## src/swc_pkg.sv

```systemverilog
// package: constants and carriers of the sleep and wake-up controller
package swc_pkg;
    // ********************************************
    // bus and register map
    // ********************************************
    localparam int ADDR_W = 16;
    // word indices; byte address is four times the index
    localparam logic [13:0] IDX_STATUS = 14'h0003;
    localparam logic [13:0] IDX_INTCTL = 14'h000b;
    localparam logic [13:0] IDX_OPTION = 14'h0081;
    localparam logic [13:0] IDX_IRQEN = 14'h008c;
    localparam logic [13:0] IDX_FUSE = 14'h2007;
    localparam logic [7:0] OPTION_RST = 8'hff;
    localparam logic [6:0] IRQEN_RST = 7'h00;
    localparam logic [7:0] FUSE_DEF = 8'hff;
    // ********************************************
    // field positions
    // ********************************************
    localparam int ST_ASLEEP_BIT = 0;
    localparam int ST_OST_BIT = 1;
    localparam int ST_PD_BIT = 3;
    localparam int ST_TO_BIT = 4;
    localparam int IC_EDGEF_BIT = 1;
    localparam int IC_EDGEEN_BIT = 4;
    localparam int IC_GIE_BIT = 7;
    localparam int OPT_PSA_BIT = 3;
    localparam int OPT_EDGE_BIT = 6;
    localparam int FUSE_WATCHDOG_ENABLE_FUSE_BIT = 2;
    localparam logic [1:0] FOSC_RC = 2'b11;
    localparam logic [12:0] VECTOR_ADDR = 13'h0004;
    // ********************************************
    // timing
    // ********************************************
    localparam int CLK_PERIOD_NS = 25;
    localparam int OSC_PERIOD_NS = 25;
    localparam int OST_TOSC = 1024;
    localparam int OST_CYCLES = OST_TOSC * OSC_PERIOD_NS / CLK_PERIOD_NS;
    localparam int WDT_PERIOD_US = 18000;
    localparam int WDT_CYCLES_DEF = WDT_PERIOD_US * 1000 / CLK_PERIOD_NS;
    // ********************************************
    // types
    // ********************************************
    typedef enum logic [1:0] {
        SWC_RUN = 2'b00,
        SWC_SLEEP = 2'b01,
        SWC_OST = 2'b11
    } swc_state_t;
    typedef struct packed {
        logic portChange;
        logic timer1Ovf;
        logic sspStartStop;
        logic sspSlaveXfer;
        logic captureEvt;
        logic pspAccess;
        logic usartSyncSlave;
    } swc_wake_t;
    typedef struct packed {
        logic sleepInstr;
        logic clrwdtInstr;
    } swc_core_req_t;
    typedef struct packed {
        logic fetchHalt;
        logic prefetchNext;
        logic resumePulse;
        logic vectorAfterNext;
        logic oscDriverOn;
        logic phaseClkOn;
        logic ioHold;
        logic deviceReset;
    } swc_core_out_t;
endpackage : swc_pkg

```

## src/swc_sleep_wakeup_control.sv

```systemverilog
// module: sleep entry, watchdog and wake-up control of the core
//
// Design decision made here: the Wishbone interface to the registers.
`timescale 1ns/100ps
module swc_sleep_wakeup_control #(
    parameter int WDT_CYCLES = swc_pkg::WDT_CYCLES_DEF,
    parameter logic [7:0] FUSE_WORD = swc_pkg::FUSE_DEF
) (
    input wire logic core_clk,
    input wire logic nrst,
    input wire logic wb_cyc_i,
    input wire logic wb_stb_i,
    input wire logic wb_we_i,
    input wire logic [swc_pkg::ADDR_W-1:0] wb_adr_i,
    input wire logic [3:0] wb_sel_i,
    input wire logic [31:0] wb_dat_i,
    output logic [31:0] wb_dat_o,
    output logic wb_ack_o,
    input wire logic masterResetN,
    input wire logic edgeIrqPin,
    input wire swc_pkg::swc_wake_t wakeFlags,
    input wire logic timer1Async,
    input wire logic otherIrq,
    output logic otherIrqGated,
    input wire swc_pkg::swc_core_req_t coreReq,
    output swc_pkg::swc_core_out_t coreOut,
    output logic [12:0] vectorAddr
);
    import swc_pkg::*;

    localparam int BW = $clog2(WDT_CYCLES + 1);
    localparam int OW = $clog2(OST_CYCLES + 1);
    localparam logic [BW-1:0] WDT_LAST = BW'(WDT_CYCLES - 1);
    localparam logic [OW-1:0] OST_LAST = OW'(OST_CYCLES - 1);

    swc_state_t state_q;
    logic [7:0] option_q;
    logic [6:0] irqEn_q;
    logic gie_q;
    logic edgeEn_q;
    logic edgeFlag_q;
    logic edgePin_q;
    logic pd_q;
    logic to_q;
    logic pend_q;
    logic vec_q;
    logic resume_q;
    logic prefetch_q;
    logic devReset_q;
    logic [BW-1:0] wdtBase_q;
    logic [6:0] wdtPre_q;
    logic [OW-1:0] ost_q;
    logic ack_q;
    logic [31:0] dat_q;

    // ********************************************
    // bus decode
    // ********************************************
    logic busReq;
    logic wrEn;
    logic [13:0] idx;
    assign busReq = wb_cyc_i & wb_stb_i & ~ack_q;
    assign wrEn = busReq & wb_we_i & wb_sel_i[0];
    assign idx = wb_adr_i[15:2];

    // ********************************************
    // wake sources
    // ********************************************
    logic edgeHit;
    logic edgeIrq;
    logic [6:0] wakeVec;
    logic periphWake;
    logic irqWake;
    logic rstAll;
    logic sleepTaken;
    logic wdtTick;
    logic wdtTimeout;
    logic wdtClear;
    logic [6:0] psMax;
    logic wdtEn;
    logic rcMode;

    assign rstAll = ~nrst | ~masterResetN;
    assign wdtEn = FUSE_WORD[FUSE_WATCHDOG_ENABLE_FUSE_BIT];
    assign rcMode = FUSE_WORD[1:0] == FOSC_RC;
    assign edgeHit = option_q[OPT_EDGE_BIT] ? (edgeIrqPin & ~edgePin_q)
                                            : (~edgeIrqPin & edgePin_q);
    assign edgeIrq = edgeFlag_q & edgeEn_q;
    // timer1 only counts asleep when asynchronous
    assign wakeVec = {wakeFlags.portChange,
                      wakeFlags.timer1Ovf & timer1Async,
                      wakeFlags.sspStartStop,
                      wakeFlags.sspSlaveXfer,
                      wakeFlags.captureEvt,
                      wakeFlags.pspAccess,
                      wakeFlags.usartSyncSlave};
    assign periphWake = |(wakeVec & irqEn_q);
    assign irqWake = edgeIrq | periphWake;
    assign otherIrqGated = otherIrq & (state_q == SWC_RUN);

    assign sleepTaken = (state_q == SWC_RUN) & coreReq.sleepInstr
                        & ~pend_q;

    // ********************************************
    // watchdog
    // ********************************************
    assign psMax = 7'((8'h01 << option_q[2:0]) - 8'h01);
    assign wdtTick = wdtEn & (wdtBase_q == WDT_LAST);
    assign wdtTimeout = wdtTick & (~option_q[OPT_PSA_BIT]
                                   | (wdtPre_q == psMax));
    assign wdtClear = coreReq.clrwdtInstr | sleepTaken
                      | wdtTimeout;

    always_ff @(posedge core_clk) begin
        if (rstAll | wdtClear) begin
            wdtBase_q <= '0;
            wdtPre_q <= '0;
        end else if (wdtEn) begin
            if (wdtTick) begin
                wdtBase_q <= '0;
                wdtPre_q <= wdtPre_q + 7'h01;
            end else begin
                wdtBase_q <= wdtBase_q + BW'(1);
            end
        end
    end

    // ********************************************
    // edge pin flag
    // ********************************************
    always_ff @(posedge core_clk) begin
        if (rstAll) begin
            // track the pin level so a high pin gives no false edge
            edgePin_q <= edgeIrqPin;
            edgeFlag_q <= 1'b0;
        end else begin
            edgePin_q <= edgeIrqPin;
            // a new edge beats the software clear
            if (edgeHit) begin
                edgeFlag_q <= 1'b1;
            end else if (wrEn && idx == IDX_INTCTL
                         && wb_dat_i[IC_EDGEF_BIT]) begin
                edgeFlag_q <= 1'b0;
            end
        end
    end

    // decides no-op sleep from flags set before the instruction
    always_ff @(posedge core_clk) begin
        if (rstAll) begin
            pend_q <= 1'b0;
        end else begin
            pend_q <= irqWake;
        end
    end

    // ********************************************
    // sleep state machine
    // ********************************************
    always_ff @(posedge core_clk) begin
        if (rstAll) begin
            state_q <= SWC_RUN;
            ost_q <= '0;
            vec_q <= 1'b0;
            resume_q <= 1'b0;
        end else begin
            resume_q <= 1'b0;
            case (state_q)
                SWC_RUN: begin
                    if (sleepTaken) begin
                        state_q <= SWC_SLEEP;
                    end
                end
                SWC_SLEEP: begin
                    // reached only after one full asleep cycle
                    if (wdtTimeout | irqWake) begin
                        vec_q <= gie_q & irqWake & ~wdtTimeout;
                        ost_q <= '0;
                        if (rcMode) begin
                            state_q <= SWC_RUN;
                            resume_q <= 1'b1;
                        end else begin
                            state_q <= SWC_OST;
                        end
                    end
                end
                SWC_OST: begin
                    if (ost_q == OST_LAST) begin
                        state_q <= SWC_RUN;
                        resume_q <= 1'b1;
                    end else begin
                        ost_q <= ost_q + OW'(1);
                    end
                end
                default: begin
                    state_q <= SWC_RUN;
                end
            endcase
        end
    end

    // ********************************************
    // status flags
    // ********************************************
    // pin reset keeps the flags so software can see the cause
    always_ff @(posedge core_clk) begin
        if (~nrst) begin
            pd_q <= 1'b1;
            to_q <= 1'b1;
        end else if (masterResetN) begin
            if (sleepTaken) begin
                pd_q <= 1'b0;
                to_q <= 1'b1;
            end else if (wdtTimeout) begin
                to_q <= 1'b0;
            end
        end
    end

    // ********************************************
    // core side pulses
    // ********************************************
    always_ff @(posedge core_clk) begin
        if (~nrst) begin
            prefetch_q <= 1'b0;
            devReset_q <= 1'b0;
        end else begin
            prefetch_q <= (state_q == SWC_RUN)
                          & coreReq.sleepInstr;
            // watchdog resets only while running; asleep it wakes
            devReset_q <= ~masterResetN
                          | (wdtTimeout & (state_q == SWC_RUN));
        end
    end

    always_comb begin
        coreOut.fetchHalt = state_q != SWC_RUN;
        coreOut.prefetchNext = prefetch_q;
        coreOut.resumePulse = resume_q;
        coreOut.vectorAfterNext = resume_q & vec_q;
        coreOut.oscDriverOn = state_q != SWC_SLEEP;
        coreOut.phaseClkOn = state_q == SWC_RUN;
        coreOut.ioHold = state_q != SWC_RUN;
        coreOut.deviceReset = devReset_q;
    end
    assign vectorAddr = VECTOR_ADDR;

    // ********************************************
    // registers
    // ********************************************
    always_ff @(posedge core_clk) begin
        if (rstAll) begin
            option_q <= OPTION_RST;
            irqEn_q <= IRQEN_RST;
            gie_q <= 1'b0;
            edgeEn_q <= 1'b0;
        end else if (wrEn) begin
            case (idx)
                IDX_OPTION: option_q <= wb_dat_i[7:0];
                IDX_IRQEN: irqEn_q <= wb_dat_i[6:0];
                IDX_INTCTL: begin
                    gie_q <= wb_dat_i[IC_GIE_BIT];
                    edgeEn_q <= wb_dat_i[IC_EDGEEN_BIT];
                end
                default: ;
            endcase
        end
    end

    always_ff @(posedge core_clk) begin
        if (~nrst) begin
            ack_q <= 1'b0;
            dat_q <= '0;
        end else begin
            ack_q <= busReq;
            if (busReq) begin
                dat_q <= '0;
                case (idx)
                    IDX_STATUS: begin
                        dat_q[ST_TO_BIT] <= to_q;
                        dat_q[ST_PD_BIT] <= pd_q;
                        dat_q[ST_OST_BIT] <= state_q == SWC_OST;
                        dat_q[ST_ASLEEP_BIT] <= state_q == SWC_SLEEP;
                    end
                    IDX_INTCTL: begin
                        dat_q[IC_GIE_BIT] <= gie_q;
                        dat_q[IC_EDGEEN_BIT] <= edgeEn_q;
                        dat_q[IC_EDGEF_BIT] <= edgeFlag_q;
                    end
                    IDX_OPTION: dat_q[7:0] <= option_q;
                    IDX_IRQEN: dat_q[6:0] <= irqEn_q;
                    IDX_FUSE: dat_q[7:0] <= FUSE_WORD;
                    default: dat_q <= '0;
                endcase
            end
        end
    end

    assign wb_ack_o = ack_q;
    assign wb_dat_o = dat_q;
endmodule : swc_sleep_wakeup_control

```

## config.mk

```make
export PLATFORM = sky130hd
export DESIGN_NAME = swc_sleep_wakeup_control
export DESIGN_NICKNAME = d
export VERILOG_FILES = /design/src/swc_pkg.sv /design/src/swc_sleep_wakeup_control.sv
export SDC_FILE = /design/constraint.sdc
export NUM_CORES = 1
export LEC_CHECK = 0
export ABC_AREA = 1
export BUFFER_PORTS_ARGS = -buffer_cell sky130_fd_sc_hd__buf_2
export CAP_MARGIN = 20
export CORE_ASPECT_RATIO = 1.1
export CORE_MARGIN = 10
export CORE_UTILIZATION = 46
export DETAILED_ROUTE_END_ITERATION = 16
export PLACE_DENSITY = 0.82
export SYNTH_ARGS = -nofsm -noshare
export SYNTH_HDL_FRONTEND = slang
export SYNTH_SLANG_ARGS = --single-unit
```

## constraint.sdc

```tcl
create_clock -name core_clk -period 1.9 [get_ports core_clk]
set_input_delay 0.57 -clock core_clk [delete_from_list [all_inputs] [get_ports core_clk]]
set_output_delay 0.57 -clock core_clk [all_outputs]
set_load 0.005 [all_outputs]
```

## Word-level counts from Yosys, hierarchy flattened

Cells that the tools add are included.

| cells by class | value |
|---|---|
| add/sub/neg operators | 4 |
| multiply operators | 0 |
| div/mod/pow operators | 0 |
| $lt $le $gt $ge | 0 |
| eq/ne operators | 15 |
| shifts and indexed selects | 1 |
| muxes and demuxes | 22 |
| bitwise logic cells | 33 |
| reductions and logical operators | 17 |

Operator list:

| operator | number |
|---|---|
| $eq 14x8->1 const B | 2 |
| $mux 11 | 2 |
| $pmux 11 s2 | 1 |
| $add 20x1->20 const B | 1 |
| $eq 20x20->1 const B | 1 |
| $and 1x1->1 | 16 |
| $eq 14x14->1 const B | 1 |
| $eq 14x2->1 const B | 1 |
| $eq 14x4->1 const B | 1 |
| $pmux 2 s3 | 2 |
| $reduce_and 2->1 | 6 |
| $add 11x1->11 const B | 1 |
| $eq 11x10->1 const B | 1 |
| $pmux 1 s5 | 2 |
| $not 1->1 | 8 |
| $or 1x1->1 | 8 |
| $pmux 1 s4 | 2 |
| $reduce_bool 2->1 | 4 |
| $add 7x1->7 const B | 1 |
| $and 7x7->7 | 1 |
| $eq 7x7->1 | 1 |
| $mux 1 | 7 |
| $reduce_or 7->1 | 1 |
| $shl 1x3->7 const A | 1 |
| 12 further kinds | 20 |

| storage, ports and cells | value |
|---|---|
| register bits after elaboration | 75 |
| latch bits | 0 |
| bits in writable memories | 0 |
| ROM bits | 0 |
| bits of input ports | 70 |
| output and inout port bits | 55 |
| logic and storage cells | 111 |
| memories | 0 |

## Logic depth before layout (Yosys ltp)

| depth | value |
|---|---|
| depth after elaboration | 8 |
| mapped depth | 16 |
| mapped depth without buffers | 16 |

## Least setup slack after synthesis

OpenSTA, ideal clock, no wires.

| timing path | value |
|---|---|
| path kind | register to register |
| start | reg option_q[1] |
| end | reg wdtBase_q[15] |
| library setup time | 117 ps |
| arrival | 1787 ps |
| data required time | 1783 ps |
| path slack | -4 ps |
| cell stages (with the launch flop) | 16 |
| path buffers | 1 |
| cell sequence | dfxtp_1 > nor2_1 > nand2_1 > ha_1 > inv_1 > nand2_1 > nand2_1 > nor2_1 > nand3_1 > nor2_1 > nand3_2 > nand2_2 > nand2_4 > nand4_2 > buf_6 > nor2_2 |

| between the ends | value |
|---|---|
| longest elaborated chain between the ends | 8 |

Ends and longest elaborated chain:

| element | RTL line | text |
|---|---|---|
| from (decl) | swc_sleep_wakeup_control.sv:37 | `logic [7:0] option_q;` |
| from (signal assigned) | swc_sleep_wakeup_control.sv:259 | `IDX_OPTION: option_q <= wb_dat_i[7:0];` |
| $shl 1x3->7 | swc_sleep_wakeup_control.sv:107 | `assign psMax = 7'((8'h01 << option_q[2:0]) - 8'h01);` |
| $sub 7x1->7 | swc_sleep_wakeup_control.sv:107 |  |
| $eq 7x7->1 | swc_sleep_wakeup_control.sv:110 | `\| (wdtPre_q == psMax));` |
| $or 1x1->1 | swc_sleep_wakeup_control.sv:110 |  |
| $and 1x1->1 | swc_sleep_wakeup_control.sv:109 | `assign wdtTimeout = wdtTick & (~option_q[OPT_PSA_BIT]` |
| $or 1x1->1 | swc_sleep_wakeup_control.sv:112 | `\| wdtTimeout;` |
| $or 1x1->1 | swc_sleep_wakeup_control.sv:115 | `if (rstAll \| wdtClear) begin` |
| $reduce_or 2->1 (no source line) | - |  |
| to (signal assigned) | swc_sleep_wakeup_control.sv:123 | `wdtBase_q <= wdtBase_q + BW'(1);` |
| to (decl) | swc_sleep_wakeup_control.sv:50 | `logic [BW-1:0] wdtBase_q;` |

Every way passes these cells.
A chain may end at the register's enable or synchronous reset.

## Final worst setup path

| timing path | value |
|---|---|
| start | reg option_q[0] |
| end | reg wdtBase_q[15] |

The elaborated chain is that of the path after synthesis.

==> impl_metrics.csv <==
group,metric,value,unit
status,outcome,"finished, violations left",
status,violations,"negative setup slack",
logic_synthesis,synthSimpleGateAreaFrac,33.59,%
power,powerDensity,598.7,nW/µm²
clock_tree,clkLatencyLatePin,330,ps
logic_synthesis,yosysSeqAreaShare,34.72,%
clock_tree,cts_root_buf,"clkbuf_8",
floorplanning,fp-row-count,33,
logic_synthesis,synth_top_area_share,34.72,%
routing,vias,3437,
floorplanning,top_level_ports,125,
finish,area_growth,17.81,%
critical_path,timing.rr.start,"option_q[0]",
timing,worst_pin_slew,491.2,ps
logic_synthesis,async_flop_share,0,%
critical_path,cp.arrival,2170,ps
placed_design,routabilityCongestion,0.8870,
logic_synthesis,synth_warnings,0,
global_route,grt_pass1_vias,3531,
routing,first_pass_iters,5,
floorplanning,die_w,104.7,µm
timing,skew,7.937,ps
logic_synthesis,synth_top_cells_by_area,"dfxtp_1 (35%), nand2_1 (11%), buf_4 (8.7%)",
clock_tree,numClockSinks,63,
logic_synthesis,synth_top_family_by_area,"simple AND/OR/NAND/NOR gates",
finish,final_nets,666,
timing,setup_tns,-418.4,ps
finish,final_util,56.63,%
critical_path,required,2120,ps
critical_path,crit_end,"wdtBase_q[15]",
logic_synthesis,synthXorXnorAreaFrac,5.064,%
timing,period_share,102.1,%
logic_synthesis,syn_avg_cell_area,7.080,µm²
power,ir_drop,0.0004281,V
timing,drv_slew,0,
placed_design,place_hpwl,7178,µm
critical_path,end_kind,"flop",
logic_synthesis,syn_inst,513,
routing,drc,0,
floorplanning,die-area,11850,µm²
critical_path,reg2reg_depth,15,
timing,max_freq,515.3,MHz
worst_hold_path,hold_path.class,"in2reg",
clock_tree,clockBufferDepth,2,
global_route,grt.total_usage,15.36,%
critical_path,critPathKind,"reg2reg",
floorplanning,die_h,113.2,µm
global_route,globalRouteOverflowTotal,0,
logic_synthesis,yosysMostFrequentCell,"nand2_1",
clock_tree,cts_hold_buffers,0,
critical_path,crit_start,"option_q[0]",
clock_tree,cts_tree,"done",
placed_design,place_area,4000,µm²
logic_synthesis,synth-edff-count,0,
logic_synthesis,synth_fa_ha_area_share,1.033,%
logic_synthesis,synth_common_cells,"nand2_1 (103), dfxtp_1 (63), inv_1 (58)",
worst_hold_path,min_from,"edgeIrqPin",
floorplanning,coreArea,7556,µm²
global_route,antenna_found_initial,0,
floorplanning,start_util,48.07,%
clock_tree,cts_inserted_buffers,9,
finish,antenna_cells,0,
timing,relSlewSlack,66.95,%
critical_path,critical_path.max_fanout,5,
routing,ant_nets,0,
critical_path,worstReg2RegEnd,"wdtBase_q[15]",
critical_path,r2r_setup_slack,-40,ps
logic_synthesis,synth.largest_area_cell,"dfxtp_1",
timing,rsz0062_at_grt,"yes",
routing,avgRoutedWirePerCell,12.99,µm
global_route,grt_pass1_wl,15650,µm
logic_synthesis,yosys.cell_types.count,35,
critical_path,cp-start-kind,"flop",
logic_synthesis,synth_area,3632,µm²
finish,fin_area,4279,µm²
routing,drt-total-wl,9129,µm
timing,hold_violations,0,
timing,layout_setup_ws,-40.53,ps
clock_tree,h-tree-depth,3,
power,power,2.562,mW
timing,finalCriticalPeriod,1941,ps
routing,drt_iter0_drc,134,
placed_design,portBuffers,58,
global_route,grt_max_degree,19,
logic_synthesis,ys_ff_latch,63,
clock_tree,clk_pin_slew,70,ps
finish,layout-drive-gt1-share,24.41,%
logic_synthesis,synth_mux_area_share,0,%
logic_synthesis,synth_ff_type,"dfxtp_1",
flow_run,max_cap_violations,0,
routing,routed_via_density,4.889,
timing,setup_violations,15,
power,p_leak,1.894,nW
logic_synthesis,synth-compound-area-share,8.818,%
layout make-up:
type                    count  area (µm²)
clock inverters             4       20.02
fillers                   712        3277
well taps                 105       131.4
flip-flops and latches     63        1264
multi-input cells         372        1937
repair buffers             84       535.5
inverters                  63       236.5
clock buffers              12       155.1
registers in the layout (all words and copies together) (netlist names):
register and flops:
edgeFlag_q 1, edgePin_q 1, edgeEn_q 1, prefetch_q 1
resume_q 1, gie_q 1, wb_ack_o 1, wb_dat_o 8
state_q 1, devReset_q 1, wdtPre_q 7, pd_q 1
vec_q 1, option_q 8, to_q 1, irqEn_q 7
pend_q 1, wdtBase_q 20
critical path, stage by stage, from the launching register on:
cell and delay [ps]:
dfxtp_2 350, nor2_4 120, nand2_2 80, ha_4 270, inv_1 30, nand2_1 50, nand2_1 50, nor2_1 100
nand3_1 80, nor2_1 110, nand3_2 100, nand2_2 100, nand2_4 70, nand4_4 130, clkbuf_16 180, nor2_2 30
per-layer routing:
metal | global-route usage [%] | share of wire (%) | vias up
met1 | 17.28 | 41 | 1558
met2 | 27.44 | 51 | 123
li1 | - | - | 1744
met5 | 0 | 0 | -
met4 | 2.930 | 0.74 | 0
met3 | 5.448 | 7.5 | 12
layout by cell type, fill, tap and decap left out, types with 11 or more instances in the layout:
master and instances:
a21oi_1 15, nor2_1 48, clkbuf_8 11, o211ai_1 13
nor2_2 20, conb_1 37, nand4_1 15, nand3_1 23
buf_2 58, o21ai_0 25, inv_1 57, buf_4 23
dfxtp_1 61, xor2_1 14, nand2_1 102, nor3_1 19
report_power, final:
group	switching (mW)	internal, mW	total (mW)
sequential	0.00893	1.33	1.34
clock	0.490	0.536	1.03
combinational	0.117	0.0753	0.192
metrics by stage:
stage | hold slack (ps) | cells | setup slack, ps
CTS | 364.2 | 700 | -57.89
finish | 389.4 | 703 | -40.53
floorplan | 418.7 | 548 | 46.22
global route | 368.9 | 703 | -195.8
global placement | 437.4 | 683 | -39.15
detailed placement | 446.2 | 683 | -101.6
cell families after synthesis:
kind of cell | count (synthesis)
and+or+nand+nor | 255
buffers and inverters | 113
DFF | 63
AOI/OAI and AO/OA | 56
xor gates and xnor gates | 21
adders and majority gates | 3
other | 2
worst min path at each step:
stage / slack [ps] / endpoint / cells past startpoint
2_1_floorplan: 420 / to_q / 2
3_3_place_gp: 440 / wdtBase_q[0] / 1
3_5_place_dp: 450 / wdtBase_q[0] / 1
4_1_cts: 360 / edgePin_q / 1
5_1_grt: 370 / edgePin_q / 1
6_report: 390 / edgePin_q / 1
timing repair:
action                                  4_1_cts  5_1_grt
resized for setup                             3        6
hold endpoints to repair                      0        0
buffers inserted                              0        2
pin swaps                                     0        1
endpoints found under the setup margin       20       32
cloned                                        1        1
No activity file was read; power rests on OpenSTA's default activity.
